<file path="src/fpllc_regs.svh">
// register offsets, field positions, reset values and lock-detect counts
// included by the loop configuration design files; definitions only
`ifndef FPLLC_REGS_SVH
`define FPLLC_REGS_SVH

// ************************************************
// register addresses on the control port
// ************************************************
`define FPLLC_ADDR_SUPPLY 16'h4001
`define FPLLC_ADDR_LOOP 16'h4002

// ************************************************
// loop_multiplier_control layout (48 bits)
// ************************************************
`define FPLLC_LOOP_BYTES 3'h6
`define FPLLC_LOOP_LAST 3'h5
`define FPLLC_DENOM_HI 47
`define FPLLC_DENOM_LO 32
`define FPLLC_NUMER_HI 31
`define FPLLC_NUMER_LO 16
`define FPLLC_MULT_HI 14
`define FPLLC_MULT_LO 11
`define FPLLC_XDIV_HI 10
`define FPLLC_XDIV_LO 9
`define FPLLC_FRAC_BIT 8
`define FPLLC_LOCK_BIT 1
`define FPLLC_EN_BIT 0
`define FPLLC_LOOP_RESET 48'h0753_0287_1900
// settings struct at reset: denom, numer, mult 3, no input division, fractional, disabled
`define FPLLC_CFG_RESET 40'h07_5302_8732

// ************************************************
// core_supply_level layout (8 bits)
// ************************************************
`define FPLLC_SUP_HI 2
`define FPLLC_SUP_LO 1
`define FPLLC_SUP_RESET 2'h1

// ************************************************
// lock detection
// ************************************************
`define FPLLC_LOCK_WIN 16'h0040
`define FPLLC_LOCK_GOOD 3'h4
`define FPLLC_LOCK_TOL 16'h0001

`endif

</file>
<file path="src/fpllc_pkg.sv">
// types shared by the loop configuration top and its feedback divider
// assumes fpllc_regs.svh is compiled alongside
`default_nettype none
package fpllc_pkg;

    typedef struct packed {
        logic [15:0] denom;
        logic [15:0] numer;
        logic [3:0] mult;
        logic [1:0] in_div;
        logic frac;
        logic en;
    } fpllc_cfg_s;

    typedef struct packed {
        logic [3:0] cnt;
        logic [15:0] acc;
        logic [3:0] target;
        logic pulse;
    } fpllc_fb_st_s;

    typedef struct packed {
        logic [15:0] addr;
        logic [2:0] idx;
        logic [39:0] shadow;
        fpllc_cfg_s cfg;
        logic [1:0] supply;
        logic locked;
        logic [7:0] rdata;
        logic [1:0] ref_sync;
        logic ref_prev;
        logic [1:0] loop_sync;
        logic loop_prev;
        logic [1:0] xcnt;
        logic xpulse;
        logic [15:0] win_cnt;
        logic [15:0] fb_cnt;
        logic [2:0] good;
        logic restart;
    } fpllc_st_s;

endpackage
`default_nettype wire

</file>
<file path="src/fpllc_fbdiv.sv">
// feedback divider: divides loop clock ticks by R + N/M
// assumes tick is a one-cycle pulse already synchronised to core_clk
`timescale 1ns/1ps
`default_nettype none
`include "fpllc_regs.svh"

module fpllc_fbdiv
    import fpllc_pkg::*;
(
    input wire logic core_clk,
    input wire logic nrst,
    input wire fpllc_cfg_s cfg,
    input wire logic restart,
    input wire logic tick,
    output logic pulse
);

    fpllc_fb_st_s st;
    fpllc_fb_st_s next_st;
    logic [16:0] sum;

    // ************************************************
    // next state
    // ************************************************
    always_comb begin
        next_st = st;
        next_st.pulse = 1'b0;
        sum = {1'b0, st.acc} + {1'b0, cfg.numer};
        if (restart) begin
            next_st.cnt = 4'h0;
            next_st.acc = 16'h0000;
            next_st.target = cfg.mult;
        end else if (tick) begin
            if (st.cnt + 4'h1 >= st.target) begin
                next_st.cnt = 4'h0;
                next_st.pulse = 1'b1;
                next_st.target = cfg.mult;
                // zero denominator would wrap on every pulse; run as integer instead
                if (cfg.frac && cfg.denom != 16'h0000) begin
                    if (sum >= {1'b0, cfg.denom}) begin
                        next_st.acc = 16'(sum - {1'b0, cfg.denom});
                        next_st.target = 4'(cfg.mult + 4'h1);
                    end else begin
                        next_st.acc = sum[15:0];
                    end
                end
            end else begin
                next_st.cnt = 4'(st.cnt + 4'h1);
            end
        end
    end

    always_ff @(posedge core_clk or negedge nrst) begin
        if (!nrst) begin
            st <= '0;
        end else begin
            st <= next_st;
        end
    end

    assign pulse = st.pulse;

endmodule
`default_nettype wire

</file>
<file path="src/fpllc_top.sv">
// loop configuration and status registers with lock detection
// assumes a byte-wide control port on core_clk; clock pins are asynchronous
// pin edges must come slower than half of core_clk to be counted
// Operation
// - numerator is bits 31:24 then 23:16
// - reference divided by input divider first
// - divider codes: none, two, three, four
// - bit 8 picks fractional or integer
// - fractional mode divides loop by R+N/M
// - bit 1 read-only lock flag
// - bit 0 enables the loop
// - regulator level codes, reset value 01
`timescale 1ns/1ps
`default_nettype none
`include "fpllc_regs.svh"

module fpllc_top
    import fpllc_pkg::*;
(
    input wire logic core_clk,
    input wire logic nrst,
    input wire logic cp_start,
    input wire logic [15:0] cp_addr,
    input wire logic cp_wr,
    input wire logic [7:0] cp_wdata,
    input wire logic cp_rd,
    output logic [7:0] cp_rdata,
    input wire logic ref_clk_pin,
    input wire logic loop_clk_pin,
    output fpllc_cfg_s loop_cfg,
    output logic loop_locked,
    output logic [1:0] core_supply_output
);

    fpllc_st_s st;
    fpllc_st_s next_st;
    logic loop_tick;
    logic ref_edge;
    logic div_done;
    logic loop_slot;
    logic supply_slot;
    logic burst_done;
    logic win_end;
    logic win_good;
    logic lock_set;
    logic fb_pulse;
    logic [47:0] loop_view;
    logic [47:0] wr_word;
    logic [15:0] diff;

    // ************************************************
    // helpers
    // ************************************************
    function automatic logic [7:0] byte_at(input logic [47:0] w, input logic [2:0] i);
        logic [5:0] sh;
        sh = 6'(8 * (`FPLLC_LOOP_LAST - i));
        byte_at = 8'(w >> sh);
    endfunction

    function automatic logic is_loop(input logic [15:0] a);
        is_loop = (a == `FPLLC_ADDR_LOOP);
    endfunction

    function automatic logic is_supply(input logic [15:0] a);
        is_supply = (a == `FPLLC_ADDR_SUPPLY);
    endfunction

    // picks the loop settings out of a full register word
    function automatic fpllc_cfg_s cfg_of(input logic [47:0] w);
        fpllc_cfg_s c;
        c.denom = w[`FPLLC_DENOM_HI:`FPLLC_DENOM_LO];
        c.numer = w[`FPLLC_NUMER_HI:`FPLLC_NUMER_LO];
        c.mult = w[`FPLLC_MULT_HI:`FPLLC_MULT_LO];
        c.in_div = w[`FPLLC_XDIV_HI:`FPLLC_XDIV_LO];
        c.frac = w[`FPLLC_FRAC_BIT];
        c.en = w[`FPLLC_EN_BIT];
        cfg_of = c;
    endfunction

    // ************************************************
    // pin edges and port decode
    // ************************************************
    // pins are read only through the second flop of their synchroniser
    assign ref_edge = st.ref_sync[1] & ~st.ref_prev;
    assign loop_tick = st.loop_sync[1] & ~st.loop_prev;
    assign div_done = st.xcnt >= st.cfg.in_div;
    assign loop_slot = is_loop(st.addr) && st.idx < `FPLLC_LOOP_BYTES;
    assign supply_slot = is_supply(st.addr) && st.idx == 3'h0;
    // the sixth byte of a loop burst commits the whole word
    assign burst_done = loop_slot && st.idx == `FPLLC_LOOP_LAST;

    fpllc_fbdiv u_fbdiv (
        .core_clk(core_clk),
        .nrst(nrst),
        .cfg(st.cfg),
        .restart(st.restart),
        .tick(loop_tick),
        .pulse(fb_pulse)
    );

    // reserved positions are forced to zero on read
    assign loop_view = {st.cfg.denom, st.cfg.numer, 1'b0, st.cfg.mult,
        st.cfg.in_div, st.cfg.frac, 6'h00, st.locked, st.cfg.en};
    assign wr_word = {st.shadow, cp_wdata};
    assign diff = (st.fb_cnt > `FPLLC_LOCK_WIN) ? 16'(st.fb_cnt - `FPLLC_LOCK_WIN)
        : 16'(`FPLLC_LOCK_WIN - st.fb_cnt);
    assign win_end = st.win_cnt == 16'(`FPLLC_LOCK_WIN - 16'h0001);
    // one feedback pulse of slack absorbs synchroniser phase
    assign win_good = diff <= `FPLLC_LOCK_TOL;
    assign lock_set = st.good >= `FPLLC_LOCK_GOOD;

    // ************************************************
    // next state
    // ************************************************
    always_comb begin
        next_st = st;
        next_st.xpulse = 1'b0;
        next_st.ref_sync = {st.ref_sync[0], ref_clk_pin};
        next_st.ref_prev = st.ref_sync[1];
        // both pin synchronisers shift on every cycle
        next_st.loop_sync = {st.loop_sync[0], loop_clk_pin};
        next_st.loop_prev = st.loop_sync[1];
        next_st.restart = ~st.cfg.en;

        // control port
        if (cp_start) begin
            next_st.addr = cp_addr;
            next_st.idx = 3'h0;
        end else if (cp_wr) begin
            if (loop_slot) begin
                next_st.idx = 3'(st.idx + 3'h1);
                // only a complete burst takes effect, never a partial one
                if (burst_done) begin
                    next_st.cfg = cfg_of(wr_word);
                    // a new setting must prove lock again from scratch
                    next_st.restart = 1'b1;
                end else begin
                    next_st.shadow = 40'({st.shadow[31:0], cp_wdata});
                end
            end else if (supply_slot) begin
                next_st.supply = cp_wdata[`FPLLC_SUP_HI:`FPLLC_SUP_LO];
                next_st.idx = 3'h1;
            end
        end else if (cp_rd) begin
            next_st.rdata = 8'h00;
            if (loop_slot) begin
                next_st.rdata = byte_at(loop_view, st.idx);
            end else if (supply_slot) begin
                next_st.rdata = {5'h00, st.supply, 1'b0};
            end
            next_st.idx = (st.idx < `FPLLC_LOOP_BYTES) ? 3'(st.idx + 3'h1) : st.idx;
        end

        // input divider: code n counts n+1 reference edges
        if (ref_edge) begin
            if (div_done) begin
                next_st.xcnt = 2'h0;
                next_st.xpulse = 1'b1;
            end else begin
                next_st.xcnt = 2'(st.xcnt + 2'h1);
            end
        end

        // lock detect: feedback pulses per window of divided reference
        if (st.restart) begin
            next_st.win_cnt = 16'h0000;
            next_st.fb_cnt = 16'h0000;
            next_st.good = 3'h0;
            next_st.locked = 1'b0;
        end else begin
            if (fb_pulse && st.fb_cnt != 16'hFFFF) begin
                next_st.fb_cnt = 16'(st.fb_cnt + 16'h0001);
            end
            if (st.xpulse) begin
                if (win_end) begin
                    next_st.win_cnt = 16'h0000;
                    // a pulse on the closing edge belongs to the next window
                    next_st.fb_cnt = {15'h0000, fb_pulse};
                    if (win_good) begin
                        next_st.good = (st.good < `FPLLC_LOCK_GOOD)
                            ? 3'(st.good + 3'h1) : st.good;
                    end else begin
                        next_st.good = 3'h0;
                    end
                end else begin
                    next_st.win_cnt = 16'(st.win_cnt + 16'h0001);
                end
            end
            // sticky once reached; cleared only by disable or a new burst
            if (lock_set) begin
                next_st.locked = 1'b1;
            end
        end
    end

    // ************************************************
    // state register
    // ************************************************
    always_ff @(posedge core_clk or negedge nrst) begin
        if (!nrst) begin
            st <= '0;
            // settings come up with the loop disabled
            st.cfg <= `FPLLC_CFG_RESET;
            st.supply <= `FPLLC_SUP_RESET;
            st.restart <= 1'b1;
        end else begin
            st <= next_st;
        end
    end

    assign cp_rdata = st.rdata;
    assign loop_cfg = st.cfg;
    assign loop_locked = st.locked;
    assign core_supply_output = st.supply;

endmodule
`default_nettype wire

</file>
<file path="config.mk">
export PLATFORM = sky130hd
export DESIGN_NAME = fpllc_top
export DESIGN_NICKNAME = d
export VERILOG_FILES = /design/src/fpllc_pkg.sv /design/src/fpllc_fbdiv.sv /design/src/fpllc_top.sv
export VERILOG_INCLUDE_DIRS = /design/src
export SDC_FILE = /design/constraint.sdc
export NUM_CORES = 1
export LEC_CHECK = 0
export BUFFER_PORTS_ARGS = -buffer_cell sky130_fd_sc_hd__buf_2
export CORE_AREA = 2 2 126 153
export CTS_CLUSTER_DIAMETER = 60
export DETAILED_ROUTE_END_ITERATION = 6
export DIE_AREA = 0 0 128 155
export GPL_TIMING_DRIVEN = 0
export PLACE_DENSITY = 0.78
export SLEW_MARGIN = 20
export SYNTH_ARGS = -nofsm -noshare
export SYNTH_HDL_FRONTEND = slang
export SYNTH_SLANG_ARGS = --single-unit
export TNS_END_PERCENT = 10
</file>
<file path="constraint.sdc">
create_clock -name core_clk -period 12.2 [get_ports core_clk]
set_input_delay 1.22 -clock core_clk [delete_from_list [all_inputs] [get_ports core_clk]]
set_output_delay 1.22 -clock core_clk [all_outputs]
set_load 0.05 [all_outputs]
</file>
==> results.cfg <==
[clock_network]
cts.sinks = 180
cts_root_buffer = clkbuf_16
cts.clk_slew.worst_paths_ns = 0.07
cts-buffers-inserted = 17
post_cts_buffers = 0
clk_latency_ns = 0.44
cts_tree = yes
htree_levels = 4
postCtsHoldBufs = 0
cts.path.max_buffers = 2
cts.repair.resized = 0

[power_and_ir_drop]
intPower_uw = 913
power_uw = 1230
p_leak_uw = 0.00580
switching_share = 0.255
power_density_mw_per_mm2 = 104
ir_worst_vdd_mv = 0.0985
comb_power_share = 0.043
pwr-share-clk = 0.455
power.switching_uw = 313
seq_power_share = 0.503

[sta]
layout_min_cycle_time_ns = 4.44
max_slew_margin = 0.492
hold_viol = 0
maxClockFrequency_mhz = 225
clock_skew_ns = 0.0137
tightest_slew_ns = 0.758
drv_slew = 0
finalCritPeriodShare = 0.364
rsz0062_at_grt = false
setup_viol = 0
tns_ns = 0

[cells_and_area]
final_area_mm2 = 0.0118
diodes = 0
syn_to_final_growth_pct = 12.9
nets = 1223
instances_no_fill = 1380
drive_gt1_frac = 0.274

[outcome]
status = completed

[grt]
grt_pass1_vias = 8030
grt_overflow = 0
grt_start_max_net_pins = 96
grt.total_usage = 0.267
antenna_found_initial = 0
grt_first_pass_wirelength_um = 41400

[placement]
dpl_cell_area_mm2 = 0.0112
routabilityCongestion = 0.921
placed_cells = 1348
port_buffers = 81
dp.final_hpwl_um = 18800

[detailed_routing]
routed_wl_um = 25300
wire_per_inst_um = 18.4
dr.pass1.iters = 5
ant_nets = 0
drcViolationCount = 0
num_vias = 8055
vias_per_cell = 5.84
drtIter0Drc = 533

[setup_path]
path_buf_inv = 2
startpoint_type = flip-flop
cpPeakStageDelay_ns = 0.60
cp_cell_sequence = ha_1 -> inv_1 -> fa_1 -> nor2b_1 -> o31a_2 -> o211ai_2 -> a21oi_1 -> a21oi_1 -> xnor2_1 -> ha_1 -> nand2_1 -> o21ai_0 -> nor3_1 -> a21o_1 -> o211a_4 -> and2_4 -> buf_8 -> o211a_1 -> a211o_1
critPathArrivalTime_ns = 4.75
crit_path_top_delay_cell = dfstp_2
path_delay_family = compound AO/OA/AOI/OAI gates
worstPathRequired_ns = 12.52
crit_path_max_fanout = 10
worst-setup-path-type = reg -> reg
endpoint_kind = flip-flop

[die]
start_util = 0.567
dieArea_mm2 = 0.0198
die_w_um = 128
fp-row-count = 55
core-area_mm2 = 0.0184
die-height_um = 155
ioPinCount = 82

[synthesis]
synth-edff-count = 0
syn-cell-area_mm2 = 0.0105
ys_seq_area_frac = 0.433
syn-instance-count = 1038
synth_top_area_frac = 0.390
syn_area_per_cell_um2 = 10.1
yosys_warnings = 0
yosysUniqueCellTypes = 91
async_flop_share = 1.00
yosys.area.top_type = dfrtp_1
syn_nets = 1122
synth_ff_type = dfrtp_1
synth_seq_cells = 180
ys_top_cells_by_area = dfrtp_1 39%, mux2_2 8.8%, ha_1 6.1%

[run]
cap_violations = 0

[hold_path]
hp-class = reg -> reg
[through the flow]
stage	utilization	setup WS [ns]	hold WS [ns]
after floorplan	-	8.29	0.331
after global placement	0.604	7.06	0.335
after detailed placement	0.606	7.79	0.340
after CTS	0.640	7.78	0.362
after global routing	0.640	7.42	0.370
final	0.640	7.76	0.360
[registers in the layout, indices dropped and copies added, names as in the netlist]
| name | count |
|---|---|
| core_supply_output | 2 |
| cp_rdata | 8 |
| loop_cfg | 40 |
| loop_locked | 1 |
| next_st | 4 |
| st | 100 |
| u_fbdiv.pulse | 1 |
| u_fbdiv.st | 24 |
[cells in the mapped netlist, types with 3 or more instances]
library cell and instances:
a22o_1 3, a211o_1 3, nand4_1 9, a21oi_1 44
o211ai_1 5, o21ai_1 13, mux2_2 82, inv_1 44
a21o_1 7, o22a_1 5, dfstp_2 17, o21ai_0 67
buf_4 51, nor2_1 79, nand4b_1 3, nor3_1 19
clkbuf_1 8, o31ai_1 4, nor2b_1 12, nand2_1 105
and3_1 17, xor2_1 22, a211oi_1 6, nand3b_1 4
nor4_1 10, dfrtp_1 163, mux2i_1 26, nand3_1 23
buf_2 16, nor3b_1 3, xnor2_1 24, o21a_1 6
buf_1 3, buf_6 3, or3_1 4, a31oi_1 5
ha_1 51, or4_1 3, nand2b_1 7
[path summary, 6_finish.rpt]
kind	endpoint	from	depth (start not counted)	slack [ns]
max	u_fbdiv.st[1]	loop_cfg[8]	19	7.76
min	next_st[39]	next_st[41]	0	0.36
max reg2reg	u_fbdiv.st[1]	loop_cfg[8]	19	7.76
min reg2reg	next_st[39]	next_st[41]	0	0.36
max in group asynchronous	loop_cfg[24]	nrst	2	10.55
min in group asynchronous	st[141]	nrst	1	0.75
[power by group through the flow]
stage | combinational (uW) | sequential [uW] | clock [uW]
after CTS | 53.5 | 616 | 565
after global placement | 50.2 | 627 | 0
after floorplan | 28.8 | 625 | 0
after global routing | 59.6 | 618 | 587
final | 52.6 | 616 | 557
after detailed placement | 53.1 | 627 | 0
[cell families (layout without fill, tap and decap cells)]
kind of cell    count (synthesis)  after routing  share of synthesized area
compound gates                202            202                      0.125
xor+xnor                       46             46                     0.0386
fa+ha+maj                      53             53                     0.0649
buf+inv                       128            242                     0.0696
flops                         180            180                      0.433
mux                           111            111                      0.119
simple gates                  318            318                      0.150
[worst reg2reg max path, delay by kind of cell, from the launching register on]
kind,cells,cell delay (ns)
xor+xnor,1,0.17
simple gates,4,0.49
flops,1,0.60
buf+inv,2,0.20
fa+ha+maj,3,0.96
compound gates,9,1.92
[cell usage in the layout, fill, tap and decap left out, drive strengths merged, types with 4 or more instances in the layout]
master	count
dfrtp	163
buf	156
nand2	106
mux2	83
nor2	80
o21ai	80
ha	51
inv	49
a21oi	45
clkbuf	27
mux2i	26
xnor2	24
nand3	23
xor2	22
nor3	20
and3	18
dfstp	17
nor2b	13
nor4	11
nand4	9
a21o	9
clkinv	8
nand2b	7
o21a	6
a211oi	6
o211ai	6
or3	6
a31oi	5
o22a	5
o31ai	4
nand3b	4
or4	4
nor3b	4
o31a	4
[area by class of cell]
type | instances | area [um2]
clock inverter | 14 | 183
inverter | 45 | 169
timing repair buffer | 82 | 443
buffer | 83 | 558
multi-input combinational | 730 | 5200
fill | 1505 | 6640
clock buffer | 18 | 439
sequential | 180 | 4530
tap | 228 | 285
[per-layer routing]
layer	vias to the layer above	routed length, um	global-route usage
met1	3943	10700	0.337
met5	-	0	0
met4	0	789	0.102
met2	236	12600	0.462
li1	3835	-	-
met3	41	1180	0.0433
No activity file was read; power rests on OpenSTA's default activity.
